## src/hw/bcs_pkg.sv

```systemverilog
package bcs_pkg;
    // Option codes the port answers to
    localparam logic [2:0] OPT_WORD  = 3'h0;
    localparam logic [2:0] OPT_BYTE  = 3'h1;
    localparam logic [2:0] OPT_HALF  = 3'h2;
    // Address space codes
    localparam logic [1:0] DSPACE_MEM = 2'h0;
    localparam logic       ISPACE_MEM = 1'b0;
    // Block decode: upper address bits compared against the base
    localparam int BASE_MSB = 31;
    localparam int BASE_LSB = 24;
    localparam int BASE_W   = BASE_MSB - BASE_LSB + 1;
    // Reset values
    localparam logic [BASE_W-1:0] BASE_RST = 8'h00;
    localparam logic [31:0]       ADDR_RST = 32'h0000_0000;
    // Wait count loaded at acceptance; ready comes one clock after it runs out
    localparam logic [1:0] ACC_LAT = 2'h1;
    // Idle clocks after an access while the synchronisers still show it
    localparam logic [1:0] SYNC_HOLD = 2'h2;
    // Word step of generated burst addresses
    localparam logic [31:0] WORD_STEP = 32'h0000_0004;

    typedef enum {ST_IDLE, ST_WAIT, ST_DONE} bcs_state_t;

    // One channel's access request as seen by the port
    typedef struct packed {
        logic        req;
        logic        burst;
        logic        pipe;
        logic        write;
        logic [31:0] addr;
    } bcs_req_t;

    // Active-low three-state response set
    typedef struct packed {
        logic done_n;
        logic done_oe_n;
        logic grant_n;
        logic grant_oe_n;
    } bcs_rsp_t;
endpackage : bcs_pkg

```

## src/hw/bcs_port.sv

```systemverilog
module bcs_port
    import bcs_pkg::*;
(
    input  wire logic              CLK,                    // System clock
    input  wire logic              RESET,                  // Async reset, high
    input  wire logic [31:0]       ADDR,                   // Byte address
    input  wire logic              BUS_NOT_VALID_N,        // Low: bus invalid
    input  wire logic              READ_NOT_WRITE,         // High read
    input  wire logic              DATA_ACCESS_REQ_N,      // Data request
    input  wire logic [1:0]        DATA_SPACE_TYPE,        // Data space
    input  wire logic [2:0]        TRANSFER_OPTION_CODE,   // Size and mode
    input  wire logic              DATA_BURST_ASK_N,       // Data burst ask
    input  wire logic              PIPELINED_DATA_ADDR_N,  // Data pipelined
    input  wire logic              INSTR_ACCESS_REQ_N,     // Instr request
    input  wire logic              INSTR_SPACE_TYPE,       // Instr space
    input  wire logic              INSTR_BURST_ASK_N,      // Instr burst ask
    input  wire logic              PIPELINED_INSTR_ADDR_N, // Instr pipelined
    input  wire logic              CFG_LOAD,               // Config strobe
    input  wire logic [BASE_W-1:0] CFG_BASE,               // Block base
    output logic                   DATA_DONE_N,            // Data ready
    output logic                   DATA_DONE_OE_N,         // Enable, low
    output logic                   DATA_BURST_GRANT_N,     // Data burst ack
    output logic                   DATA_BURST_GRANT_OE_N,  // Enable, low
    output logic                   INSTR_DONE_N,           // Instr ready
    output logic                   INSTR_DONE_OE_N,        // Enable, low
    output logic                   INSTR_BURST_GRANT_N,    // Instr burst ack
    output logic                   INSTR_BURST_GRANT_OE_N, // Enable, low
    output logic                   PIPELINE_ACCEPT_N,      // Pipeline enable
    output logic                   PIPELINE_ACCEPT_OE_N,   // Enable, low
    output logic                   RESET_CHAIN_OUT_N,      // Reset chain
    output logic [31:0]            ACC_ADDR,               // Current address
    output logic                   ACC_WRITE,              // Current is write
    output logic                   ACC_IS_DATA             // Current is data
);

    // Own-block decode of an address
    function automatic logic hits_block(input logic [31:0] a,
                                        input logic [BASE_W-1:0] b);
        hits_block = (a[BASE_MSB:BASE_LSB] == b);
    endfunction

    // Input synchronisers (pins are outside the clock domain)
    localparam int SW = 32 + 1 + 1 + 1 + 2 + 3 + 1 + 1 + 1 + 1 + 1 + 1
                        + 1 + BASE_W;
    logic [SW-1:0] sy1_ff;
    logic [SW-1:0] sy2_ff;
    logic [SW-1:0] pins;
    assign pins = {ADDR, BUS_NOT_VALID_N, READ_NOT_WRITE,
                   DATA_ACCESS_REQ_N, DATA_SPACE_TYPE,
                   TRANSFER_OPTION_CODE, DATA_BURST_ASK_N,
                   PIPELINED_DATA_ADDR_N, INSTR_ACCESS_REQ_N,
                   INSTR_SPACE_TYPE, INSTR_BURST_ASK_N,
                   PIPELINED_INSTR_ADDR_N, CFG_LOAD, CFG_BASE};

    // Two-flop capture on rising edge
    always_ff @(posedge CLK or posedge RESET) begin
        if (RESET) begin
            sy1_ff <= '0;
            sy2_ff <= '0;
        end else begin
            sy1_ff <= pins;
            sy2_ff <= sy1_ff;
        end
    end

    logic [31:0]       s_addr;
    logic              s_valid_n, s_rnw, s_data_access_req_n_n, s_dburst_n, s_dpipe_n;
    logic [1:0]        s_dtype;
    logic [2:0]        s_opt;
    logic              s_instr_access_req_n_n, s_itype, s_iburst_n, s_ipipe_n, s_cfg;
    logic [BASE_W-1:0] s_base;
    assign {s_addr, s_valid_n, s_rnw, s_data_access_req_n_n, s_dtype, s_opt,
            s_dburst_n, s_dpipe_n, s_instr_access_req_n_n, s_itype, s_iburst_n,
            s_ipipe_n, s_cfg, s_base} = sy2_ff;

    // Configuration state
    logic              cfg_done_ff, nxt_cfg_done;
    logic [BASE_W-1:0] base_ff, nxt_base;

    always_comb begin
        nxt_cfg_done = cfg_done_ff;
        nxt_base     = base_ff;
        if (s_cfg) begin
            nxt_cfg_done = 1'b1;
            nxt_base     = s_base;
        end
    end

    // Reset clears configuration
    always_ff @(posedge CLK or posedge RESET) begin
        if (RESET) begin
            cfg_done_ff <= 1'b0;
            base_ff     <= BASE_RST;
        end else begin
            cfg_done_ff <= nxt_cfg_done;
            base_ff     <= nxt_base;
        end
    end

    // Chain output low in reset and until configured
    assign RESET_CHAIN_OUT_N = cfg_done_ff;

    // Request qualification
    logic opt_ok, d_hit, i_hit;
    assign opt_ok = (s_opt == OPT_WORD) || (s_opt == OPT_BYTE)
                    || (s_opt == OPT_HALF);
    assign d_hit = cfg_done_ff && s_valid_n && !s_data_access_req_n_n
                   && (s_dtype == DSPACE_MEM) && opt_ok
                   && hits_block(s_addr, base_ff);
    assign i_hit = cfg_done_ff && s_valid_n && !s_instr_access_req_n_n
                   && (s_itype == ISPACE_MEM)
                   && hits_block(s_addr, base_ff);

    // Access engine state
    bcs_state_t  st_ff, nxt_st;
    logic [1:0]  cnt_ff, nxt_cnt;
    logic [31:0] addr_ff, nxt_addr;
    logic        wr_ff, nxt_wr, dat_ff, nxt_dat, burst_ff, nxt_burst;
    logic        pend_ff, nxt_pend;
    logic [1:0]  hold_ff, nxt_hold;
    logic [31:0] pend_addr_ff, nxt_pend_addr;
    logic        pend_dat_ff, nxt_pend_dat, pend_wr_ff, nxt_pend_wr;
    bcs_rsp_t    drsp_ff, nxt_drsp, irsp_ff, nxt_irsp;
    logic        pen_ff, nxt_pen, pen_oe_ff, nxt_pen_oe;
    logic        ask_n;

    assign ask_n = dat_ff ? s_dburst_n : s_iburst_n;

    always_comb begin
        nxt_st        = st_ff;
        nxt_cnt       = cnt_ff;
        nxt_addr      = addr_ff;
        nxt_wr        = wr_ff;
        nxt_dat       = dat_ff;
        nxt_burst     = burst_ff;
        nxt_pend      = pend_ff;
        nxt_pend_addr = pend_addr_ff;
        nxt_pend_dat  = pend_dat_ff;
        nxt_pend_wr   = pend_wr_ff;
        // Stale request still in the synchronisers after an access
        nxt_hold      = (hold_ff == 2'h0) ? 2'h0 : 2'(hold_ff - 2'h1);
        nxt_drsp      = '{done_n: 1'b1, done_oe_n: 1'b1,
                          grant_n: 1'b1, grant_oe_n: 1'b1};
        nxt_irsp      = nxt_drsp;
        nxt_pen       = 1'b1;
        nxt_pen_oe    = 1'b1;
        case (st_ff)
            ST_IDLE: begin
                if (pend_ff || ((d_hit || i_hit) && hold_ff == 2'h0)) begin
                    nxt_st   = ST_WAIT;
                    nxt_cnt  = ACC_LAT;
                    nxt_pend = 1'b0;
                    if (pend_ff) begin
                        nxt_addr = pend_addr_ff;
                        nxt_dat  = pend_dat_ff;
                        nxt_wr   = pend_wr_ff;
                    end else begin
                        nxt_addr = s_addr;
                        nxt_dat  = d_hit;  // Data wins over instruction
                        nxt_wr   = d_hit && !s_rnw;
                    end
                end
            end
            ST_WAIT: begin
                // Claim the bus lines for our block
                nxt_pen_oe = 1'b0;
                nxt_pen    = pend_ff;
                if (dat_ff) begin
                    nxt_drsp.done_oe_n  = 1'b0;
                    nxt_drsp.grant_oe_n = 1'b0;
                    nxt_drsp.grant_n    = ask_n;
                end else begin
                    nxt_irsp.done_oe_n  = 1'b0;
                    nxt_irsp.grant_oe_n = 1'b0;
                    nxt_irsp.grant_n    = ask_n;
                end
                nxt_burst = !ask_n;
                // Capture an early next address
                // Only a new address counts; the held one is current
                if (!pend_ff && !s_dpipe_n && d_hit
                    && s_addr != addr_ff) begin
                    nxt_pend      = 1'b1;
                    nxt_pend_addr = s_addr;
                    nxt_pend_dat  = 1'b1;
                    nxt_pend_wr   = !s_rnw;
                end else if (!pend_ff && !s_ipipe_n && i_hit
                             && s_addr != addr_ff) begin
                    nxt_pend      = 1'b1;
                    nxt_pend_addr = s_addr;
                    nxt_pend_dat  = 1'b0;
                    nxt_pend_wr   = 1'b0;
                end
                if (cnt_ff == 2'h0) begin
                    nxt_st = ST_DONE;
                    if (dat_ff) nxt_drsp.done_n = 1'b0;
                    else        nxt_irsp.done_n = 1'b0;
                end else begin
                    nxt_cnt = 2'(cnt_ff - 2'h1);
                end
            end
            ST_DONE: begin
                if (burst_ff && !ask_n) begin
                    // Burst continues at the next word
                    nxt_addr = 32'(addr_ff + WORD_STEP);
                    nxt_cnt  = ACC_LAT;
                    nxt_st   = ST_WAIT;
                end else begin
                    nxt_burst = 1'b0;
                    nxt_st    = ST_IDLE;
                    nxt_hold  = SYNC_HOLD; // Ignore the lagging request
                end
            end
            default: nxt_st = ST_IDLE;
        endcase
    end

    // Engine registers
    always_ff @(posedge CLK or posedge RESET) begin
        if (RESET) begin
            st_ff        <= ST_IDLE;
            cnt_ff       <= 2'h0;
            addr_ff      <= ADDR_RST;
            wr_ff        <= 1'b0;
            dat_ff       <= 1'b0;
            burst_ff     <= 1'b0;
            pend_ff      <= 1'b0;
            pend_addr_ff <= ADDR_RST;
            pend_dat_ff  <= 1'b0;
            pend_wr_ff   <= 1'b0;
            drsp_ff      <= '1;
            irsp_ff      <= '1;
            pen_ff       <= 1'b1;
            pen_oe_ff    <= 1'b1;
            hold_ff      <= 2'h0;
        end else begin
            st_ff        <= nxt_st;
            cnt_ff       <= nxt_cnt;
            addr_ff      <= nxt_addr;
            wr_ff        <= nxt_wr;
            dat_ff       <= nxt_dat;
            burst_ff     <= nxt_burst;
            pend_ff      <= nxt_pend;
            pend_addr_ff <= nxt_pend_addr;
            pend_dat_ff  <= nxt_pend_dat;
            pend_wr_ff   <= nxt_pend_wr;
            drsp_ff      <= nxt_drsp;
            irsp_ff      <= nxt_irsp;
            pen_ff       <= nxt_pen;
            pen_oe_ff    <= nxt_pen_oe;
            hold_ff      <= nxt_hold;
        end
    end

    // Output mapping
    assign DATA_DONE_N            = drsp_ff.done_n;
    assign DATA_DONE_OE_N         = drsp_ff.done_oe_n;
    assign DATA_BURST_GRANT_N     = drsp_ff.grant_n;
    assign DATA_BURST_GRANT_OE_N  = drsp_ff.grant_oe_n;
    assign INSTR_DONE_N           = irsp_ff.done_n;
    assign INSTR_DONE_OE_N        = irsp_ff.done_oe_n;
    assign INSTR_BURST_GRANT_N    = irsp_ff.grant_n;
    assign INSTR_BURST_GRANT_OE_N = irsp_ff.grant_oe_n;
    assign PIPELINE_ACCEPT_N      = pen_ff;
    assign PIPELINE_ACCEPT_OE_N   = pen_oe_ff;
    assign ACC_ADDR               = addr_ff;
    assign ACC_WRITE              = wr_ff;
    assign ACC_IS_DATA            = dat_ff;
endmodule // bcs_port

```

## config.mk

```make
export PLATFORM = sky130hd
export DESIGN_NAME = bcs_port
export DESIGN_NICKNAME = d
export VERILOG_FILES = /design/src/hw/bcs_pkg.sv /design/src/hw/bcs_port.sv
export SDC_FILE = /design/constraint.sdc
export NUM_CORES = 1
export LEC_CHECK = 0
export BUFFER_PORTS_ARGS = -buffer_cell sky130_fd_sc_hd__buf_2
export CAP_MARGIN = 15
export CELL_PAD_IN_SITES_DETAIL_PLACEMENT = 1
export CELL_PAD_IN_SITES_GLOBAL_PLACEMENT = 1
export CORE_ASPECT_RATIO = 0.75
export CORE_MARGIN = 2
export CORE_UTILIZATION = 44
export CTS_BUF_LIST = sky130_fd_sc_hd__clkbuf_8
export CTS_CLUSTER_SIZE = 28
export DETAILED_ROUTE_END_ITERATION = 16
export GPL_TIMING_DRIVEN = 0
export MAX_ROUTING_LAYER = met4
export PLACE_DENSITY = 0.75
export SLEW_MARGIN = 25
export SYNTH_ARGS = -nofsm -noshare
export SYNTH_HDL_FRONTEND = slang
export SYNTH_SLANG_ARGS = --single-unit
```

## constraint.sdc

```tcl
create_clock -name CLK -period 5.8 [get_ports CLK]
set_input_delay 0.29 -clock CLK [delete_from_list [all_inputs] [get_ports CLK]]
set_output_delay 0.29 -clock CLK [all_outputs]
set_load 0.02 [all_outputs]
```

After elaboration in Yosys (flattened, before gate mapping)
Index checks and enable logic that the tools add are counted.
W data, S select, Z words.
{"block": "op_classes", "n_addsub": 3, "n_eq_ne": 12, "reduce_logical": 45, "muxes": 39, "bitwise": 1}
{"op": "$mux W32", "n": 7}
{"op": "$pmux W32 S3", "n": 1}
{"op": "$pmux W32 S2", "n": 1}
{"op": "$add A32 B3 Y32 const B", "n": 1}
{"op": "$eq A32 B1 Y1 const B", "n": 1}
{"op": "$eq A32 B2 Y1 const B", "n": 1}
{"op": "$logic_not A32 Y1", "n": 1}
{"op": "$ne A32 B32 Y1", "n": 1}
{"op": "$logic_and A1 B1 Y1", "n": 17}
{"op": "$mux W1", "n": 17}
{"op": "$mux W2", "n": 6}
{"op": "$ne A2 B2 Y1 const B", "n": 5}
{"op": "$eq A8 B8 Y1", "n": 1}
{"op": "$mux W4", "n": 2}
{"op": "$reduce_and A2 Y1", "n": 4}
{"op": "$reduce_bool A2 Y1", "n": 4}
{"op": "$logic_not A1 Y1", "n": 7}
{"op": "$logic_not A2 Y1", "n": 3}
{"op": "$mux W3", "n": 2}
{"op": "$pmux W2 S3", "n": 1}
{"op": "$reduce_and A3 Y1", "n": 2}
{"op": "$logic_or A1 B1 Y1", "n": 4}
{"op": "$pmux W1 S2", "n": 2}
{"op": "$reduce_and A4 Y1", "n": 1}
{"op": "other kinds (7)", "n": 8}
{"block": "word_totals", "word_cells": 125, "output_inout_bits": 45, "reg_bits": 235}

Logic depth before layout (Yosys ltp)
{"block": "depth", "ltp_word": 10, "mapped_depth": 8, "depth_no_buf": 6}

Worst setup path after synthesis
No wires, ideal clock.
{"block": "synth_timing", "path_kind": "register -> register", "startpoint": "reg addr_ff[15] (netlist: ACC_ADDR[15])", "endpoint": "reg pend_addr_ff[10]", "slack_ns": 3.710, "period_less_slack_ns": 2.090, "arrival_ns": 1.965, "path_stages_with_launch": 9, "path_cell_list": "dfrtp_1 buf_6 xor2_1 nor4_2 nand4_1 o221a_1 buf_6 buf_12 mux2_4"}
{"block": "synth_via", "elab_chain_cells": 4, "elab_cells_between_ends": 6, "cone_classes": "1 x eq/ne; 1 x mux; 4 x reduce/logical"}
{"element": "from (decl)", "line": "bcs_port.sv:117", "text": "logic [31:0] addr_ff, nxt_addr;"}
{"element": "from (signal assigned)", "line": "bcs_port.sv:238", "text": "addr_ff <= nxt_addr;"}
{"element": "$ne A32 B32 Y1 *", "line": "bcs_port.sv:181, bcs_port.sv:187"}
{"element": "$logic_and A1 B1 Y1, on equally long branches", "line": "bcs_port.sv:181, bcs_port.sv:187"}
{"element": "$reduce_bool A2 Y1 (no source line)"}
{"element": "$reduce_and A2 Y1 (no source line)"}
{"element": "to (signal assigned)", "line": "bcs_port.sv:243", "text": "pend_addr_ff <= nxt_pend_addr;"}
{"element": "to (decl)", "line": "bcs_port.sv:121", "text": "logic [31:0] pend_addr_ff, nxt_pend_addr;"}
Every way passes the cells marked *; elsewhere a longest branch is shown, timed or not.
A chain may end at the register's enable or synchronous reset.

Final worst setup path
{"block": "layout_timing", "startpoint": "reg addr_ff[22] (netlist: ACC_ADDR[22])", "endpoint": "reg pend_addr_ff[13]"}
The elaborated chain is that of the path after synthesis.

==> metrics.cfg <==
[run_status]
status = complete, no violations

[placed_design]
gp_congestion = 0.890
hpwl_mm = 17.1
pre_cts_ws_ns = 2.86
post_dp_cell_area_mm2 = 0.00942
io_buffer_count = 101

[timing]
period_needed_ns = 3.06
tns_ns = 0
clock_skew_ns = 0.0338
tightestPinTransition_ns = 1.10
relSlewSlack = 0.267
hold_viol = 0
rsz0062_at_grt = no
period_share = 0.528
max_freq_ghz = 0.327
final.setup.worst_slack_ns = 2.74
finalSetupViolCount = 0
slew_violations = 0

[global_route]
grt_max_degree = 37
grt.total_usage = 0.270
grt_pass1_vias = 6801
grt_pass1_wl_mm = 39.5
grt_overflow = 0
antenna_found_initial = 0

[critical_path]
r2r_cells = 8
worstPathCellList = clkbuf_1, xor2_1, nor4_1, nand4_1, o221a_1, buf_6, buf_12, mux2_4
max_stage_delay_ns = 0.75
required_ns = 6.20
arrival_ns = 3.46
r2r-start = ACC_ADDR[22]
startpoint_type = flip-flop
crit_path_end_kind = flip-flop
cp_max_fo = 10
crit_slowest_cell = nor4_1
path_class = reg -> reg
rrSetupSlack_ns = 2.74
r2r-end = pend_addr_ff[13]

[synth]
ys_seq_area_frac = 0.602
synth_edf_count = 0
synth_top_cell_area_share = 0.577
syn_nets = 700
synth_top_area_cell = dfrtp_1
synthCells = 641
synth.area.top_cells = dfrtp_1 (58%), mux2_4 (5.0%), xor2_1 (4.1%)
yosys_warnings = 0
synthArstFlopShare = 1.00
synth-main-ff-cell = dfrtp_1
syn-cell-area_mm2 = 0.00846
ys_ff_latch = 203
synth_cell_type_count = 68
avgSynthCellArea_um2 = 13.2

[finish]
area_delta_synth_final_pct = 26.0
antenna_cells = 0
nNetsFinal = 900
drive_above_1_share = 0.304
final_area_mm2 = 0.0107
utilization = 0.571

[pwr]
power_density_mw_per_mm2 = 403
p_int_w = 0.00273
power.leakage_nw = 4.81
power_frac_seq = 0.425
switching_power_w = 0.00157
p_total_w = 0.00429
power_frac_comb = 0.281
irDropWorstVdd_mv = 0.280
p_sw_frac = 0.365
p_clk_frac = 0.294

[routing]
drc = 0
drt_iter0_markers = 406
ant_nets = 0
wl_per_cell_um = 22.9
drt_wl_total_mm = 25.5
num_vias = 6304
dr.pass1.iters = 5
via_per_inst = 5.67

[floorplan]
fp-row-count = 43
io_pins = 102
dieArea_mm2 = 0.0204
die_w_um = 164
core_mm2 = 0.0187
die_h_um = 124
start_util = 0.453

[clocking]
root_buffer = clkbuf_8
clockBufferDepth = 3
cts_max_level = 2
cts_tree = built
clock_latency_ns = 0.53
numCtsBuffers = 34
clk_pin_slew_ns = 0.07
cts_sinks = 203

[worst_hold_path]
hp-class = in -> async

[job]
maxCapViolCount = 0

-- sequential cells by signal, summed over array words and instances, names as in the netlist, 2 cells and up --
register and flops:
pend_addr_ff 32, hold_ff 2, st_ff 2, base_ff 8, sy2_ff 55, ACC_ADDR 32, sy1_ff 55, cnt_ff 2
-- cells by family after synthesis --
family / after synthesis / share of synthesized area
DFF: 203 / 0.602
buffers and inverters: 56 / 0.0371
and+or+nand+nor: 155 / 0.0985
xor gates and xnor gates: 40 / 0.0414
muxes: 71 / 0.104
adders and majority gates: 2 / 0.00296
AOI/OAI and AO/OA: 114 / 0.114
-- worst max-delay path: cells and delay by family, from the launching register on --
family,cells,cell delay (ns)
flops,1,0.37
mux,1,0.30
buf+inv,3,0.65
xor+xnor,1,0.13
simple gates,2,1.13
compound gates,1,0.34
-- per-stage QoR --
step | cells | hold WS (ns)
final | 1111 | 0.270
after global routing | 1111 | 0.289
after CTS | 1111 | 0.263
after detailed placement | 996 | 0.271
after global placement | 989 | 0.332
after floorplan | 641 | 0.321
-- Yosys cell counts, drive strengths merged (5+ instances only) --
master and n:
dfrtp 195, mux2 49, xor2 40, nor2 37, nand2 35, buf 23
mux2i 22, o21ai 20, inv 19, a221oi 18, clkbuf 14, nand3 14
nor4 14, a211oi 12, nand4 12, and3 8, dfstp 8, nor2b 8
o211ai 8, nor3 7, o221ai 7, a21oi 6, and4 6, a311oi 5
o22ai 5, o31ai 5
-- cell type report --
class,instances,area [µm²]
timing repair buffer,164,1210
multi-input combinational,382,3050
sequential,203,5090
tap,247,309
inverter,19,75.1
clock buffer,44,606
buffer,37,243
fill,1897,8010
clock inverter,15,70.1
-- power by group through the flow --
stage	sequential (W)	clock (W)	combinational (W)
after floorplan	0.00192	0	0.000626
after global placement	0.00183	0	0.00112
after detailed placement	0.00184	0	0.00116
after CTS	0.00182	0.00128	0.00119
after global routing	0.00185	0.00136	0.00130
final	0.00183	0.00126	0.00121
-- timing repair --
| action | CTS | global route |
|---|---|---|
| hold buffers | 56 | 0 |
| setup buffers | 0 | 0 |
| resized for setup | 0 | 0 |
| endpoints found under the setup margin | 0 | 0 |
| endpoints found under the hold margin | 91 | 0 |
-- worst max-delay path by stage --
stage                            start          endpoint  slack [ns]  depth (start not counted)
final                     ACC_ADDR[22]  pend_addr_ff[13]        2.74                          8
after global placement           RESET        sy1_ff[26]        1.76                          2
after floorplan                  RESET       ACC_ADDR[0]        2.89                          1
after CTS                 ACC_ADDR[22]  pend_addr_ff[13]        2.83                          8
after global routing      ACC_ADDR[22]  pend_addr_ff[13]        2.61                          8
after detailed placement  ACC_ADDR[22]  pend_addr_ff[13]        2.86                          8
-- per-layer routing --
metal  GRT usage  vias to the layer above  routed length [µm]
li1            -                     2730                   -
met1       0.355                     3292               11300
met2       0.422                      226               11900
met3      0.0549                       56                1600
met4      0.0888                        0                 673
met5           -                        -                   0
-- cells in the final DEF, fill, tap and decap left out, types with 13 or more instances in the layout --
master	n
nor2_1	37
mux2_2	19
mux2_4	28
dfrtp_1	195
dlygate4sd3_1	56
mux2i_1	22
a221oi_2	13
xor2_1	40
clkbuf_8	44
o21ai_0	19
buf_2	112
nand2_1	34
clkbuf_1	14
inv_1	29
nand3_1	14
Power figures use the tool's default switching activity.
